--- config.mk ---
export PLATFORM = sky130hd
export DESIGN_NAME = rcl_top
export DESIGN_NICKNAME = d
export VERILOG_FILES = /design/src/rcl_pkg.sv /design/src/rcl_link_timer.sv /design/src/rcl_top.sv
export SDC_FILE = /design/constraint.sdc
export NUM_CORES = 1
export LEC_CHECK = 0
export ABC_AREA = 1
export BUFFER_PORTS_ARGS = -buffer_cell sky130_fd_sc_hd__buf_2
export CORE_MARGIN = 5
export CORE_UTILIZATION = 25
export DETAILED_ROUTE_END_ITERATION = 6
export GPL_ROUTABILITY_DRIVEN = 1
export PLACE_DENSITY_LB_ADDON = 0.2
export REMOVE_ABC_BUFFERS = 1
export SYNTH_ARGS = -nofsm -noshare
export SYNTH_HDL_FRONTEND = slang
export SYNTH_SLANG_ARGS = --single-unit
--- constraint.sdc ---
create_clock -name clock -period 2.5 [get_ports clock]
set_input_delay 0.375 -clock clock [delete_from_list [all_inputs] [get_ports clock]]
set_output_delay 0.375 -clock clock [all_outputs]
set_load 0.02 [all_outputs]
--- src/rcl_pkg.sv ---
// Constants and types for the remote capability and link-detect bank
// Notes on behaviour
// - Capabilities auto-load from back channel after lock
// - Software writes persist only with hold set
// - Hold bit 7 freezes capability fields
// - Bit 4 sends equalizer training pattern
// - Bit 3 flags two-link capable receiver
// - Bit 2 selects primary or secondary channel
// - Bit 1 flags wide video with HD sound
// - Bit 0 flags pin states in frame
// - Timer drops link detect without traffic
// - Three-bit field selects one of eight timeouts
package rcl_pkg;

	// ****************************************
	// Register map
	// ****************************************
	localparam logic [7:0] CAP_FLAGS_ADDR  = 8'h20;
	localparam logic [7:0] CAP_EXTRA_ADDR  = 8'h21;
	localparam logic [7:0] LINK_CTRL_ADDR  = 8'h26;
	localparam logic [7:0] CAP_FLAGS_RESET = 8'h00;
	localparam logic [2:0] LINK_CTRL_RESET = 3'h0;
	localparam int         HOLD_BIT        = 7;
	localparam int         EQ_BIT          = 4;
	localparam int         TWO_LINK_BIT    = 3;
	localparam int         CHAN_BIT        = 2;
	localparam int         WIDE_VID_BIT    = 1;
	localparam int         PIN_FRAME_BIT   = 0;
	localparam int         SEL_W           = 3;
	// Writable bits and the bits the back channel may refresh
	localparam logic [7:0] CAP_WMASK       = 8'h9F;
	localparam logic [7:0] CAP_AUTO_MASK   = 8'h1F;
	// Arbitrary neutral bus address of this device
	localparam logic [6:0] I2C_DEV_ADDR    = 7'h0C;

	// ****************************************
	// Timing
	// ****************************************
	localparam int CLK_PERIOD_NS = 50;
	localparam int TO_162_NS     = 162000;
	localparam int TO_325_NS     = 325000;
	localparam int TO_650_NS     = 650000;
	localparam int TO_1300_NS    = 1300000;
	localparam int TO_10_25_NS   = 10250;
	localparam int TO_20_5_NS    = 20500;
	localparam int TO_41_NS      = 41000;
	localparam int TO_82_NS      = 82000;
	localparam logic [15:0] CYC_162   = 16'(TO_162_NS / CLK_PERIOD_NS);
	localparam logic [15:0] CYC_325   = 16'(TO_325_NS / CLK_PERIOD_NS);
	localparam logic [15:0] CYC_650   = 16'(TO_650_NS / CLK_PERIOD_NS);
	localparam logic [15:0] CYC_1300  = 16'(TO_1300_NS / CLK_PERIOD_NS);
	localparam logic [15:0] CYC_10_25 = 16'(TO_10_25_NS / CLK_PERIOD_NS);
	localparam logic [15:0] CYC_20_5  = 16'(TO_20_5_NS / CLK_PERIOD_NS);
	localparam logic [15:0] CYC_41    = 16'(TO_41_NS / CLK_PERIOD_NS);
	localparam logic [15:0] CYC_82    = 16'(TO_82_NS / CLK_PERIOD_NS);

	// ****************************************
	// Serial control bus states
	// ****************************************
	typedef enum logic [3:0] {
		ST_IDLE    = 4'h0,
		ST_DEV     = 4'h1,
		ST_DEV_ACK = 4'h3,
		ST_PTR     = 4'h2,
		ST_PTR_ACK = 4'h6,
		ST_WR      = 4'h7,
		ST_WR_ACK  = 4'h5,
		ST_RD      = 4'h4,
		ST_RD_ACK  = 4'hC
	} rcl_bus_e;

endpackage

--- src/rcl_link_timer.sv ---
// Reverse-channel link-detect timer
`timescale 1ns/100ps
`default_nettype none
module rcl_link_timer #(
	parameter logic [15:0] CYC_325_P  = rcl_pkg::CYC_325,
	parameter logic [15:0] CYC_650_P  = rcl_pkg::CYC_650,
	parameter logic [15:0] CYC_1300_P = rcl_pkg::CYC_1300
) (
	input  wire logic                     clock,
	input  wire logic                     nrst,
	input  wire logic [rcl_pkg::SEL_W-1:0] sel,
	input  wire logic                     rev_valid,
	output var  logic                     link_up
);
	import rcl_pkg::*;

	logic [15:0] period;
	logic [15:0] count_reg;

	// Timeout select decode
	always_comb begin
		case (sel)
			3'h0: period = CYC_162;
			3'h1: period = CYC_325_P;
			3'h2: period = CYC_650_P;
			3'h3: period = CYC_1300_P;
			3'h4: period = CYC_10_25;
			3'h5: period = CYC_20_5;
			3'h6: period = CYC_41;
			default: period = CYC_82;
		endcase
	end

	// Countdown, reloaded by each valid reception
	always_ff @(posedge clock or negedge nrst) begin
		if (!nrst) begin
			count_reg <= 16'h0000;
		end else if (rev_valid) begin
			count_reg <= period;
		end else if (count_reg != 16'h0000) begin
			count_reg <= count_reg - 16'h0001;
		end
	end

	// Link detect falls on the last count; a new select applies at next reload
	always_ff @(posedge clock or negedge nrst) begin
		if (!nrst) begin
			link_up <= 1'b0;
		end else if (rev_valid) begin
			link_up <= 1'b1;
		end else if (count_reg == 16'h0001) begin
			link_up <= 1'b0;
		end
	end
endmodule
`default_nettype wire

--- src/rcl_top.sv ---
// Remote capability register bank with link-detect timer and serial slave
`timescale 1ns/100ps
`default_nettype none
module rcl_top #(
	parameter logic [15:0] CYC_325_P  = rcl_pkg::CYC_325,
	parameter logic [15:0] CYC_650_P  = rcl_pkg::CYC_650,
	parameter logic [15:0] CYC_1300_P = rcl_pkg::CYC_1300
) (
	input  wire logic       clock,
	input  wire logic       nrst,
	input  wire logic       scl_in,
	input  wire logic       sda_in,
	output var  logic       sda_out,
	output var  logic       sda_oe,
	input  wire logic       rx_lock,
	input  wire logic       cap_load_valid,
	input  wire logic [7:0] cap_load_data,
	input  wire logic       rev_valid,
	output var  logic       send_equalizer_pattern,
	output var  logic       two_link_capable,
	output var  logic       secondary_channel,
	output var  logic       wide_video_with_hd_sound,
	output var  logic       forward_frame_pin_support,
	output var  logic       link_detect
);
	import rcl_pkg::*;

	logic           scl_s1, scl_s2, scl_d;
	logic           sda_s1, sda_s2, sda_d;
	logic           lock_s1, lock_s2;
	logic           scl_rise, scl_fall, bus_start, bus_stop;
	rcl_bus_e       state_reg;
	logic [2:0]     bit_cnt_reg;
	logic [7:0]     shift_reg;
	logic           full_reg;
	logic           rw_reg;
	logic [7:0]     ptr_reg;
	logic [7:0]     rd_data;
	logic           wr_stb;
	logic           wr_cap;
	logic           hold;
	logic           auto_load;
	logic [7:0]     cap_reg;
	logic [SEL_W-1:0] sel_reg;

	// ****************************************
	// Pin synchronisers
	// ****************************************
	// Idle bus lines reset high so no false start after reset
	always_ff @(posedge clock or negedge nrst) begin
		if (!nrst) begin
			scl_s1  <= 1'b1;
			scl_s2  <= 1'b1;
			scl_d   <= 1'b1;
			sda_s1  <= 1'b1;
			sda_s2  <= 1'b1;
			sda_d   <= 1'b1;
			lock_s1 <= 1'b0;
			lock_s2 <= 1'b0;
		end else begin
			scl_s1  <= scl_in;
			scl_s2  <= scl_s1;
			scl_d   <= scl_s2;
			sda_s1  <= sda_in;
			sda_s2  <= sda_s1;
			sda_d   <= sda_s2;
			lock_s1 <= rx_lock;
			lock_s2 <= lock_s1;
		end
	end

	// Edge and bus condition detect on synchronised levels only
	assign scl_rise  = scl_s2 & ~scl_d;
	assign scl_fall  = ~scl_s2 & scl_d;
	assign bus_start = scl_s2 & scl_d & sda_d & ~sda_s2;
	assign bus_stop  = scl_s2 & scl_d & ~sda_d & sda_s2;

	// ****************************************
	// Serial control bus slave
	// ****************************************
	// Read mux; unmapped and reserved addresses read as zero
	always_comb begin
		case (ptr_reg)
			CAP_FLAGS_ADDR: rd_data = cap_reg;
			LINK_CTRL_ADDR: rd_data = {5'h00, sel_reg};
			default:        rd_data = 8'h00;
		endcase
	end

	// Data byte completes on the falling clock after its eighth bit
	assign wr_stb = scl_fall & ~bus_start & ~bus_stop & (state_reg == ST_WR) & full_reg;

	// Byte engine: sample on rising clock, drive on falling clock
	always_ff @(posedge clock or negedge nrst) begin
		if (!nrst) begin
			state_reg   <= ST_IDLE;
			bit_cnt_reg <= 3'h0;
			shift_reg   <= 8'h00;
			full_reg    <= 1'b0;
			rw_reg      <= 1'b0;
			ptr_reg     <= 8'h00;
			sda_oe      <= 1'b0;
		end else if (bus_stop) begin
			state_reg <= ST_IDLE;
			sda_oe    <= 1'b0;
		end else if (bus_start) begin
			state_reg   <= ST_DEV;
			bit_cnt_reg <= 3'h0;
			full_reg    <= 1'b0;
			sda_oe      <= 1'b0;
		end else if (scl_rise) begin
			unique case (state_reg)
				ST_DEV, ST_PTR, ST_WR: begin
					shift_reg   <= {shift_reg[6:0], sda_s2};
					bit_cnt_reg <= bit_cnt_reg + 3'h1;
					full_reg    <= (bit_cnt_reg == 3'h7);
				end
				// Master refusal ends a read burst
				ST_RD_ACK: begin
					if (sda_s2) begin
						state_reg <= ST_IDLE;
					end
				end
				default: begin
				end
			endcase
		end else if (scl_fall) begin
			unique case (state_reg)
				ST_IDLE: begin
				end
				ST_DEV: begin
					if (full_reg) begin
						full_reg <= 1'b0;
						if (shift_reg[7:1] == I2C_DEV_ADDR) begin
							state_reg <= ST_DEV_ACK;
							rw_reg    <= shift_reg[0];
							sda_oe    <= 1'b1;
						end else begin
							state_reg <= ST_IDLE;
						end
					end
				end
				ST_DEV_ACK: begin
					if (rw_reg) begin
						state_reg <= ST_RD;
						shift_reg <= rd_data;
						sda_oe    <= ~rd_data[7];
					end else begin
						state_reg <= ST_PTR;
						sda_oe    <= 1'b0;
					end
				end
				ST_PTR: begin
					if (full_reg) begin
						full_reg  <= 1'b0;
						ptr_reg   <= shift_reg;
						state_reg <= ST_PTR_ACK;
						sda_oe    <= 1'b1;
					end
				end
				ST_PTR_ACK: begin
					state_reg <= ST_WR;
					sda_oe    <= 1'b0;
				end
				ST_WR: begin
					if (full_reg) begin
						full_reg  <= 1'b0;
						state_reg <= ST_WR_ACK;
						sda_oe    <= 1'b1;
					end
				end
				// Pointer steps so bursts walk the map
				ST_WR_ACK: begin
					ptr_reg   <= ptr_reg + 8'h01;
					state_reg <= ST_WR;
					sda_oe    <= 1'b0;
				end
				ST_RD: begin
					if (bit_cnt_reg == 3'h7) begin
						bit_cnt_reg <= 3'h0;
						ptr_reg     <= ptr_reg + 8'h01;
						state_reg   <= ST_RD_ACK;
						sda_oe      <= 1'b0;
					end else begin
						bit_cnt_reg <= bit_cnt_reg + 3'h1;
						shift_reg   <= {shift_reg[6:0], 1'b0};
						sda_oe      <= ~shift_reg[6];
					end
				end
				ST_RD_ACK: begin
					state_reg <= ST_RD;
					shift_reg <= rd_data;
					sda_oe    <= ~rd_data[7];
				end
				default: begin
					state_reg <= ST_IDLE;
					sda_oe    <= 1'b0;
				end
			endcase
		end
	end

	// Open-drain: the line is only ever pulled low
	always_ff @(posedge clock or negedge nrst) begin
		if (!nrst) begin
			sda_out <= 1'b0;
		end else begin
			sda_out <= 1'b0;
		end
	end

	// ****************************************
	// Capability and timeout registers
	// ****************************************
	assign wr_cap    = wr_stb & (ptr_reg == CAP_FLAGS_ADDR);
	assign hold      = cap_reg[HOLD_BIT];
	assign auto_load = lock_s2 & cap_load_valid & ~hold & ~wr_cap;

	// Software write beats a same-cycle refresh; hold blocks refresh
	always_ff @(posedge clock or negedge nrst) begin
		if (!nrst) begin
			cap_reg <= CAP_FLAGS_RESET;
		end else if (wr_cap) begin
			cap_reg <= shift_reg & CAP_WMASK;
		end else if (auto_load) begin
			cap_reg <= (cap_load_data & CAP_AUTO_MASK) | (cap_reg & ~CAP_AUTO_MASK);
		end
	end

	// Timeout select field
	always_ff @(posedge clock or negedge nrst) begin
		if (!nrst) begin
			sel_reg <= LINK_CTRL_RESET;
		end else if (wr_stb && ptr_reg == LINK_CTRL_ADDR) begin
			sel_reg <= shift_reg[SEL_W-1:0];
		end
	end

	// Capability outputs, registered once more for clean pins
	always_ff @(posedge clock or negedge nrst) begin
		if (!nrst) begin
			send_equalizer_pattern    <= 1'b0;
			two_link_capable          <= 1'b0;
			secondary_channel         <= 1'b0;
			wide_video_with_hd_sound  <= 1'b0;
			forward_frame_pin_support <= 1'b0;
		end else begin
			send_equalizer_pattern    <= cap_reg[EQ_BIT];
			two_link_capable          <= cap_reg[TWO_LINK_BIT];
			secondary_channel         <= cap_reg[CHAN_BIT];
			wide_video_with_hd_sound  <= cap_reg[WIDE_VID_BIT];
			forward_frame_pin_support <= cap_reg[PIN_FRAME_BIT];
		end
	end

	// Link-detect timer
	rcl_link_timer #(
		.CYC_325_P  (CYC_325_P),
		.CYC_650_P  (CYC_650_P),
		.CYC_1300_P (CYC_1300_P)
	) u_timer (
		.clock     (clock),
		.nrst      (nrst),
		.sel       (sel_reg),
		.rev_valid (rev_valid),
		.link_up   (link_detect)
	);
endmodule
`default_nettype wire

* Word-level counts from Yosys, hierarchy flattened
Index checks and enable logic that the tools add are counted.
Word-level totals: register bits after elaboration 67, latch bits 0, bits in writable memories 0, bits in read-only memories 0, input port bits 15, output and inout port bits 8, word-level logic and storage cells 167, memories kept 0
Cells by class: add/sub/neg operators 3, $mul 0, div/mod/pow operators 0, order comparisons 0, eq/ne operators 38, shifts and indexed selects 0, multiplexer cells 51, bitwise logic cells 27, reduce and logical (&&, ||, !) cells 24
Operator list (count):
- $pmux W15 S7 | 1
- $mux W8 | 9
- $pmux W8 S3 | 2
- $mux W4 | 10
- $mux W16 | 2
- $pmux W4 S8 | 1
- $mux W3 | 7
- $reduce_and A7 Y1 | 3
- $ne A5 B5 Y1 const B | 4
- $eq A16 B1 Y1 const B | 1
- $eq A4 B3 Y1 const B | 4
- $eq A8 B6 Y1 const B | 2
- $mux W1 | 16
- $pmux W8 S2 | 1
- $reduce_bool A16 Y1 | 1
- $sub A16 B1 Y16 const B | 1
- $and A1 B1 Y1 | 15
- $eq A3 B3 Y1 const B | 4
- $ne A4 B4 Y1 const B | 3
- $reduce_bool A3 Y1 | 4
- $not A1 Y1 | 11
- $ne A3 B3 Y1 const B | 3
- $add A8 B1 Y8 const B | 1
- $eq A4 B2 Y1 const B | 2
- 24 further kinds | 35

* Logic depth before layout (Yosys ltp)
Gate-level depths: netlist (run 1).
word-level depth 13, depth in mapped cells 11, mapped depth without buffers 11

* Modules after synthesis
From an unflattened synthesis (run 1), not the netlist that was laid out.
Second synthesis, totals: cell total of the unflattened synthesis 552, area, all modules 4060.1 um^2
Modules (own cells, without submodules):
- rcl_top | times used 1, cells each 369, area each 2817.7 um^2, seq. area each 1208.7 um^2
- rcl_link_timer | times used 1, cells each 183, area each 1242.4 um^2, seq. area each 425.4 um^2

* Worst setup path before layout (run 1)
No wires, ideal clock.
path kind reg-to-reg, start point register scl_d, end point register shift_reg[0], setup time 117 ps, arrival 1596 ps, required time 2383 ps, setup slack 787 ps, stages on the path, launching flop included 12, path buffers 1, period minus slack after synthesis 1713 ps, cell sequence dfstp_2 inv_1 ha_1 buf_2 inv_2 nand2_1 o21ai_0 nor2_1 nand3_2 clkinv_1 nand2_1 nand2_1
On the way: longest elaborated chain between the ends 5, elaborated cells between the ends (all ways) 17, those cells by class 3 x eq/ne; 1 x mux; 10 x bitwise; 3 x reduce/logical
RTL lines:
- start, declared | RTL line rcl_top.sv:28 | logic scl_s1, scl_s2, scl_d;
- start signal, assigned | RTL line rcl_top.sv:63 | scl_d <= scl_s2;
- $and A1 B1 Y1 | RTL line rcl_top.sv:75, rcl_top.sv:76
- $and A1 B1 Y1 (on tied branches) (2 in series) | RTL line rcl_top.sv:75, rcl_top.sv:76
- $not A1 Y1 (no source line)
- $reduce_and A7 Y1 (no source line)
- end signal, assigned | RTL line rcl_top.sv:114 | shift_reg <= {shift_reg[6:0], sda_s2};
- end signal, assigned | RTL line rcl_top.sv:146 | shift_reg <= rd_data;
- end signal, assigned | RTL line rcl_top.sv:186 | shift_reg <= {shift_reg[6:0], 1'b0};
- end, declared | RTL line rcl_top.sv:34 | logic [7:0] shift_reg;
Several ways; a longest one is shown, not always the timed one. A chain may end at the register's enable or synchronous reset.

* Worst setup path in the final report (run 1)
start point register scl_d, end point register shift_reg[2]
Same word-level chain as after synthesis.

==> results.toml, run 1 <==
[outcome]
status = "complete, no violations"

[timing]
rsz0062_at_grt = "false"
hold_viol_final = 0
post-route-period-util_pct = 79.51
finalSetupTns_ns = 0
maxSlewViolCount = 0
finalCriticalPeriod_ns = 1.988
worst_slew_pin_slew_ns = 0.6363
clock_skew_ns = 0.009554
max_clock_freq_mhz = 503.1
setup_viol = 0
slew_headroom_pct = 57.58
holdWs_ns = 0.05640

[final_layout]
largest_reg_flops = 16
n_antenna_cell = 0
drive_above_1_share_pct = 15.56
nNetsFinal = 596
syn_to_final_growth_pct = 15.76

[synthesis]
synthArstFlopShare_pct = 100.0
synth_common_cells = "nand2_1, nand3_1, nor2_1"
syn_area_mm2 = 0.004000
ys_top_cells_by_area = "dfrtp_1, nand2_1, nand3_1"
synth_flop_cell = "dfrtp_1"
synth_top_area_share_pct = 36.91
synth_edf_count = 0
yosysSeqAreaShare_pct = 40.85
yosysTopAreaCell = "dfrtp_1"
synth_seq_cells = 65
yosysUniqueCellTypes = 32
yosysWarnings = 0
avgSynthCellArea_um2 = 7.394
yosysMostFrequentCell = "nand2_1"
synthCells = 541

[worst_hold_path]
worstHoldPathType = "in -> async"

[routing]
drtAntennaViolNets = 0
wirelength_met1_um = 4689
routed-wl-met2_um = 4621
drtPass1Iterations = 4
drt_wl_total_um = 9827
avgViaCountPerCell = 4.451
highest_layer = "met4"
wl_per_cell_um = 12.47
post-route-drc-count = 0
route.met3.wl_um = 343
drt_iter0_drc = 193
vias = 3507

[power]
power_density_mw_per_mm2 = 583.4
power_mw = 2.701
cellLeakagePower_nw = 2.212
peakVddDrop_mv = 0.3249

[worst_setup_path]
slowest_stage = "dfstp_2"
path_common_cell = "nand2_1"
cp_max_fo = 8
rr_startpoint = "scl_d$_DFF_PN1_"
reg2regPathDepth = 10
cp-end-kind = "register"
reg2reg_slack_ns = 0.51
cp-start-kind = "register"
path_class = "reg -> reg"
worst-endpoint-required_ns = 2.74
crit_chain = "inv_1 -> ha_1 -> inv_2 -> nand2_1 -> o21ai_0 -> nor2_1 -> nand3_2 -> clkinv_1 -> nand2_1 -> nand2_1"
r2r_end = "shift_reg[2]$_DFFE_PN0P_"
worstPathArrival_ns = 2.22
cp_slowest_stage_delay_ns = 0.55

[global_routing]
grt_util_all_layers_pct = 11.50
antenna_found_initial = 0
overflow = 0
grt_max_degree = 30
grt_pass1_wl_um = 16880
grt_pass1_vias = 3505

[floorplanning]
coreArea_mm2 = 0.01577
die_w_um = 136.5
start_util_pct = 25.36
dieArea_mm2 = 0.01863
row_count = 46
die_y_um = 136.5
io_pins = 23

[cts]
clk_pin_slew_ns = 0.06
clock_sinks = 65
clockBufferDepth = 2
cts_resized = 0
htree_levels = 3
cts_buffers = 9
cts_setup_buffers = 0
cts_tree = "done"
cts_hold_buf = 0
root_buffer = "clkbuf_16"
clkLatencyLatePin_ns = 0.34

[placed_design]
place.gp.congestion = 0.8186
port_buffers = 18
dp_hpwl_um = 7498

[job]
cap_violations = 0
how the worst max path moves through the flow:
stage / startpoint / endpoint / slack (ns) / cells after the start
global placement: scl_d$_DFF_PN1_ / shift_reg[2]$_DFFE_PN0P_ / 0.51 / 10
global route: scl_d$_DFF_PN1_ / shift_reg[2]$_DFFE_PN0P_ / 0.31 / 10
finish: scl_d$_DFF_PN1_ / shift_reg[2]$_DFFE_PN0P_ / 0.51 / 10
floorplan: scl_d$_DFF_PN1_ / shift_reg[0]$_DFFE_PN0P_ / 0.70 / 10
detailed placement: scl_d$_DFF_PN1_ / shift_reg[2]$_DFFE_PN0P_ / 0.49 / 10
CTS: scl_d$_DFF_PN1_ / shift_reg[2]$_DFFE_PN0P_ / 0.48 / 10
report_power, final:
group | switching (mW) | internal (mW) | total (mW)
registers | 0.0488 | 1.12 | 1.17
clock network | 0.510 | 0.674 | 1.18
logic | 0.223 | 0.121 | 0.344
total | 0.782 | 1.92 | 2.70
through the flow:
step / worst slack (ns) / util (%) / area, um^2 / cells
global route: 0.3087 / 29.36 / 4631 / 788
CTS: 0.4829 / 29.36 / 4631 / 788
detailed placement: 0.4859 / 27.63 / 4357 / 772
finish: 0.5121 / 29.36 / 4631 / 788
global placement: 0.5065 / 27.63 / 4357 / 772
floorplan: 0.7013 / - / 3939 / 532
critical path: cells and delay by family (launching register included):
family          cells  cell delay, ns
fa+ha+maj           1            0.28
simple gates        5            0.47
compound gates      1            0.18
buf+inv             3            0.40
flops               1            0.55
layer usage:
metal  up-vias  track usage, %
met5         -               0
met4         0           4.367
met3        11           3.125
met2        44           18.54
met1      1644           14.70
li1       1808               -
cells by family after synthesis:
logic type                 after synthesis  share of synthesized area (%)
AOI/OAI and AO/OA                       62                          9.134
xor gates and xnor gates                 8                          1.752
adders and majority gates               14                          4.379
buffers and inverters                   75                          7.726
DFF                                     65                          40.85
other                                    1                        0.09375
and+or+nand+nor                        316                          36.06
cell usage in the layout (no fill, tap or decap), types with 3 or more instances in the layout:
cell type     n
buf_4         5
inv_1        53
nor2_2        5
a21oi_1      15
o21ai_0      24
ha_1         14
nor3_1        8
dfrtp_1      59
clkbuf_16     9
buf_2        18
nor2_1       61
nor2_4        5
o21ai_1      10
nand3_2       6
nand4_1      11
inv_2        11
nand2_1     146
o21ai_2       4
dfstp_2       6
o211ai_2      4
nand3_1      65
clkinvlp_4    3
xor2_1        8
nand2_2       4
final cells by class:
cell class,count,area (um^2)
clock buffers,10,229.0
clock inverters,6,45.04
fillers,1772,11140
inverters,66,247.7
multi-input cells,401,2057
flip-flops and latches,65,1634
well taps,216,270.3
repair buffers,24,147.6
Power figures use the tool's default switching activity.
==> inputs of run 2 (changes only) <==
==> constraint.sdc (replaced) <==
create_clock -name clock -period 1.6 [get_ports clock]
set_input_delay 0.24 -clock clock [delete_from_list [all_inputs] [get_ports clock]]
set_output_delay 0.24 -clock clock [all_outputs]
set_load 0.02 [all_outputs]
==> run 2 against run 1 <==
Compared with the run above: the flow now finishes with violations (setup timing); core utilization rose by 6.1 points; cell area rose by 21%; non-clock buffer count rose by 76; routed wire length rose by 11%; first-iteration DRC count fell by 4.7%; critical endpoint is now ptr_reg[7]$_DFFE_PN0P_; hold slack improved by 0.093 ns; power rose by 72%; highest routed layer unchanged; flip-flop and latch count did not move; clock-buffer cell count fell by 1; critical path type unchanged; clock power rose by 73%; global-route usage rose by 0.88 points.
==> results.toml, run 2 (synthesized netlist as in run 1, its figures left out) <==
[outcome]
status = "complete, but fails checks"
violations = "setup timing"

[final_layout]
finalNonFillerCells = 866
drive_above_1_share_pct = 34.77
nNetsFinal = 674
multi_input_comb_area_mm2 = 0.002357
fillers = 1676
final_cell_mix = "nand2_1, buf_4, dfrtp_1"
syn_to_final_growth_pct = 39.97
ff_latch_area_mm2 = 0.001635
largest_reg_flops = 16
n_antenna_cell = 0
final_common_cell = "nand2_1"

[global_routing]
grt_pass1_vias = 3740
grt_max_degree = 66
grt_pass1_wl_um = 18330
grt_util_all_layers_pct = 12.38
overflow = 0
antenna_found_initial = 0

[floorplanning]
start_util_pct = 25.36
row_count = 46
die_w_um = 136.5
coreArea_mm2 = 0.01577
die_y_um = 136.5
io_pins = 23
dieArea_mm2 = 0.01863

[routing]
avgViaCountPerCell = 4.406
drtAntennaViolNets = 0
drtPass1Iterations = 4
wl_per_cell_um = 12.64
vias = 3816
drt_wl_total_um = 10940
post-route-drc-count = 0
drt_iter0_drc = 184

[timing]
post-route-period-util_pct = 108.1
setup_ws_ns = -0.1289
hold_viol_final = 0
setup_viol = 34
max_clock_freq_mhz = 578.4
clock_skew_ns = 0.01022
finalCriticalPeriod_ns = 1.729
maxSlewViolCount = 0
rsz0062_at_grt = "true"

[cts]
clkLatencyLatePin_ns = 0.34
clk_pin_slew_ns = 0.07
cts_buffers = 9
clock_sinks = 65
clockBufferDepth = 2
cts_tree = "done"
root_buffer = "clkbuf_16"
htree_levels = 3

[worst_hold_path]
worstHoldPathType = "in -> reg"

[worst_setup_path]
cp_slowest_stage_delay_ns = 0.58
slowest_stage = "dfstp_2"
cp-end-kind = "register"
path_class = "reg -> reg"
worst-endpoint-required_ns = 1.86
cp_max_fo = 13
worstPathArrival_ns = 1.99
crit_chain = "buf_6 -> ha_4 -> nand2_4 -> nor2_4 -> buf_6 -> nand3_4 -> inv_8 -> nand3_1 -> o21ai_1"
path_common_cell = "buf_6"
cp-start-kind = "register"

[placed_design]
port_buffers = 18
place.gp.congestion = 0.8148
post-place-ws_ns = -0.1747
dp_cells = 832
dp_hpwl_um = 7867

[power]
clock_power_share_pct = 44.0
power_density_mw_per_mm2 = 827.9
p_sw_share_pct = 28.49
seqPwrFrac_pct = 39.6
switching_power_mw = 1.320
peakVddDrop_mv = 0.6031
power_frac_comb_pct = 16.5
intPower_mw = 3.315
cellLeakagePower_nw = 2.637

[job]
cap_violations = 0
run 2: path summary, 6_finish.rpt:
path	cells after the start	slack [ns]	startpoint	end
worst min-delay path	3	0.15	cap_load_data[0]	cap_reg[0]$_DFFE_PN0P_
worst max register to register	9	-0.13	scl_d$_DFF_PN1_	ptr_reg[7]$_DFFE_PN0P_
min in group asynchronous	3	0.43	nrst	u_timer.count_reg[9]$_DFFE_PN0P_
worst max-delay path	9	-0.13	scl_d$_DFF_PN1_	ptr_reg[7]$_DFFE_PN0P_
worst min register to register	0	0.35	scl_s1$_DFF_PN1_	scl_s2$_DFF_PN1_
max in group asynchronous	3	0.80	nrst	sda_d$_DFF_PN1_
run 2: metal layers:
metal / vias to the layer above / share of wire (%) / routed length, um / global-route usage, %
met5: - / 0 / 0 / 0
met3: 15 / 3.6 / 394 / 3.272
met1: 1784 / 47 / 5117 / 15.87
li1: 1957 / - / - / -
met2: 60 / 48 / 5198 / 20.37
met4: 0 / 2.1 / 233 / 3.863
run 2: stage by stage:
step / TNS [ns] / hold WS, ns / instance area [um^2] / util, % / power, mW
after floorplan: -2.373 / -0.05559 / 3939 / - / 2.215
after global placement: -3.302 / 0.2917 / 4820 / 30.56 / 2.514
after detailed placement: -3.755 / 0.2924 / 4820 / 30.56 / 2.520
after CTS: -2.779 / 0.1383 / 5325 / 33.77 / 4.653
after global routing: -5.706 / 0.1444 / 5599 / 35.50 / 4.908
final: -2.807 / 0.1497 / 5599 / 35.50 / 4.636
run 2: layout make-up:
class,count,share of cell area (%)
clock buffer,9,4.022
clock inverter,7,1.385
inverter,66,4.693
multi-input combinational,403,42.10
sequential,65,29.21
tap,216,4.827
timing repair buffer,100,13.77
run 2: what timing repair did:
action,CTS,global route
resized for setup,35,61
endpoints found under the hold margin,62,0
buffers inserted,2,9
setup endpoints to repair,36,51
gates cloned,3,0
hold buffers,4,0
pin swaps,12,29
run 2: critical path, delay by kind of cell (launching register included):
kind                       cells  cell delay, ns
buffers and inverters          3            0.38
and+or+nand+nor                4            0.46
adders and majority gates      1            0.14
DFF                            1            0.58
AOI/OAI and AO/OA              1            0.08
run 2: power groups by stage:
stage | combinational (mW) | sequential, mW | clock (mW)
floorplan | 0.348 | 1.87 | 0
global placement | 0.659 | 1.85 | 0
detailed placement | 0.667 | 1.85 | 0
CTS | 0.710 | 1.83 | 2.11
global route | 0.866 | 1.85 | 2.19
finish | 0.763 | 1.83 | 2.04
==> inputs of run 3 (changes only) <==
--- a/config.mk
+++ b/config.mk
@@ -7,7 +7,7 @@
 export LEC_CHECK = 0
 export ABC_AREA = 1
 export BUFFER_PORTS_ARGS = -buffer_cell sky130_fd_sc_hd__buf_2
-export CORE_MARGIN = 5
+export CAP_MARGIN = 25
 export CORE_UTILIZATION = 25
 export DETAILED_ROUTE_END_ITERATION = 6
 export GPL_ROUTABILITY_DRIVEN = 1
==> constraint.sdc (replaced) <==
create_clock -name clock -period 2.1 [get_ports clock]
set_input_delay 0.315 -clock clock [delete_from_list [all_inputs] [get_ports clock]]
set_output_delay 0.315 -clock clock [all_outputs]
set_load 0.02 [all_outputs]
==> run 3 against run 2 <==
Compared with the run above: the run now ends clean; sequential share of layout area rose by 5.5 points; clock skew fell by 0.0038 ns; clock power down 23%; non-clock buffer count shrank 71; die area is 11% lower; core utilization down 5.0 points; global-route usage rose by 0.79 points; clock-buffer cell count up 2; critical endpoint is now shift_reg[2]$_DFFE_PN0P_.
==> results.toml, run 3 (synthesized netlist as in run 1, its figures left out) <==
[cts]
clockBufferDepth = 2
cts_setup_buffers = 0
clk_pin_slew_ns = 0.06
clkLatencyLatePin_ns = 0.34
cts_tree = "done"
htree_levels = 3
clock_sinks = 65
cts_buffers = 9
root_buffer = "clkbuf_16"

[routing]
wl_per_cell_um = 12.34
vias = 3490
drtAntennaViolNets = 0
drt_wl_total_um = 9720
drtPass1Iterations = 4
avgViaCountPerCell = 4.429
drt_iter0_drc = 246
post-route-drc-count = 0

[job]
cap_violations = 0

[global_routing]
grt_pass1_vias = 3446
antenna_found_initial = 0
grt_util_all_layers_pct = 13.17
grt_max_degree = 27
overflow = 0
grt_pass1_wl_um = 16890

[timing]
finalSetupTns_ns = 0
rsz0062_at_grt = "false"
slew_headroom_pct = 61.96
setup_ws_ns = 0.2546
max_clock_freq_mhz = 541.9
post-route-period-util_pct = 87.88
setup_viol = 0
clock_skew_ns = 0.006412
hold_viol_final = 0
worst_slew_pin_slew_ns = 0.5705
maxSlewViolCount = 0
finalCriticalPeriod_ns = 1.845

[worst_setup_path]
reg2reg_slack_ns = 0.25
worstPathArrival_ns = 2.08
cp_max_fo = 7
path_class = "reg -> reg"
worst-endpoint-required_ns = 2.33
cp-end-kind = "register"
cp-start-kind = "register"

[final_layout]
largest_reg_flops = 16
drive_above_1_share_pct = 16.46
nNetsFinal = 601
fillers = 1698
multi_input_comb_area_mm2 = 0.002061
n_antenna_cell = 0
ff_latch_area_mm2 = 0.001634
final_common_cell = "nand2_1"
final_cell_mix = "nand2_1, nand3_1, nor2_1"
syn_to_final_growth_pct = 17.70

[floorplanning]
row_count = 45
start_util_pct = 25.93
io_pins = 23
coreArea_mm2 = 0.01543
die_y_um = 128.5
dieArea_mm2 = 0.01651
die_w_um = 128.5

[worst_hold_path]
worstHoldPathType = "in -> reg"

[placed_design]
post-place-ws_ns = 0.2091
dp_hpwl_um = 7434
port_buffers = 18
place.gp.congestion = 0.8562

[outcome]
status = "complete, no violations"

[power]
power_density_mw_per_mm2 = 721.3
cellLeakagePower_nw = 2.256
peakVddDrop_mv = 0.4417
run 3: cell types whose count changed in the layout (fill, tap and decap cells not counted), sizes merged:
cell and change:
buf -68, clkbuf +2, clkinv -3, clkinvlp +2
dlygate4sd3 -3, inv -1, nand3 -2
run 3: repair_timing:
action | in CTS | in global routing
endpoints found under the setup margin | 0 | 1
hold buffers | 1 | 0
resized for setup | 0 | 1
endpoints found under the hold margin | 19 | 0
run 3: critical path: stages, from the launching register on:
cell and delay [ns]:
dfstp_2 0.56, inv_1 0.05, ha_1 0.19, inv_2 0.14
nand2_1 0.12, o21ai_0 0.18, nor2_1 0.07, nand3_2 0.08
clkinv_1 0.18, nand2_1 0.11, nand2_1 0.05
run 3: metal layers:
metal  routed length (um)  track usage [%]  vias to the layer above  share of wire [%]
met4                  161            5.744                        0                1.7
li1                     -                -                     1809                  -
met3                  348            3.243                        9                3.6
met5                    0                0                        -                  0
met1                 4770            17.14                     1611                 49
met2                 4440            20.70                       61                 46
run 3: report_power, final:
part	total (mW)	switching [mW]	internal, mW
combinational	0.413	0.265	0.148
sequential	1.40	0.0614	1.34
clock	1.58	0.595	0.987
run 3: stage by stage:
| stage | hold slack (ns) | power [mW] | utilization, % | cells | instance area [um^2] |
|---|---|---|---|---|---|
| global placement | 0.3406 | 1.831 | 28.39 | 771 | 4380 |
| CTS | 0.04916 | 3.464 | 30.49 | 788 | 4705 |
| global route | 0.05457 | 3.570 | 30.52 | 788 | 4708 |
| finish | 0.06926 | 3.396 | 30.52 | 788 | 4708 |
| detailed placement | 0.3472 | 1.837 | 28.39 | 771 | 4380 |
| floorplan | 0.01941 | 1.688 | - | 532 | 3939 |
run 3: final timing paths:
path,startpoint,to,depth (start not counted)
min in group asynchronous,nrst,u_timer.count_reg[8]$_DFFE_PN0P_,2
min,scl_in,scl_s1$_DFF_PN1_,1
max reg2reg,scl_d$_DFF_PN1_,shift_reg[2]$_DFFE_PN0P_,10
min reg2reg,scl_s1$_DFF_PN1_,scl_s2$_DFF_PN1_,0
max,scl_d$_DFF_PN1_,shift_reg[2]$_DFFE_PN0P_,10
max in group asynchronous,nrst,sda_s2$_DFF_PN1_,3
run 3: area by class of cell:
type	instances	share of cell area (%)
Multi-Input combinational cell	401	43.77
Sequential cell	65	34.71
Tap cell	211	5.607
Clock buffer	11	5.368
Inverter	66	5.262
Timing Repair Buffer	29	3.986
Clock inverter	5	1.302
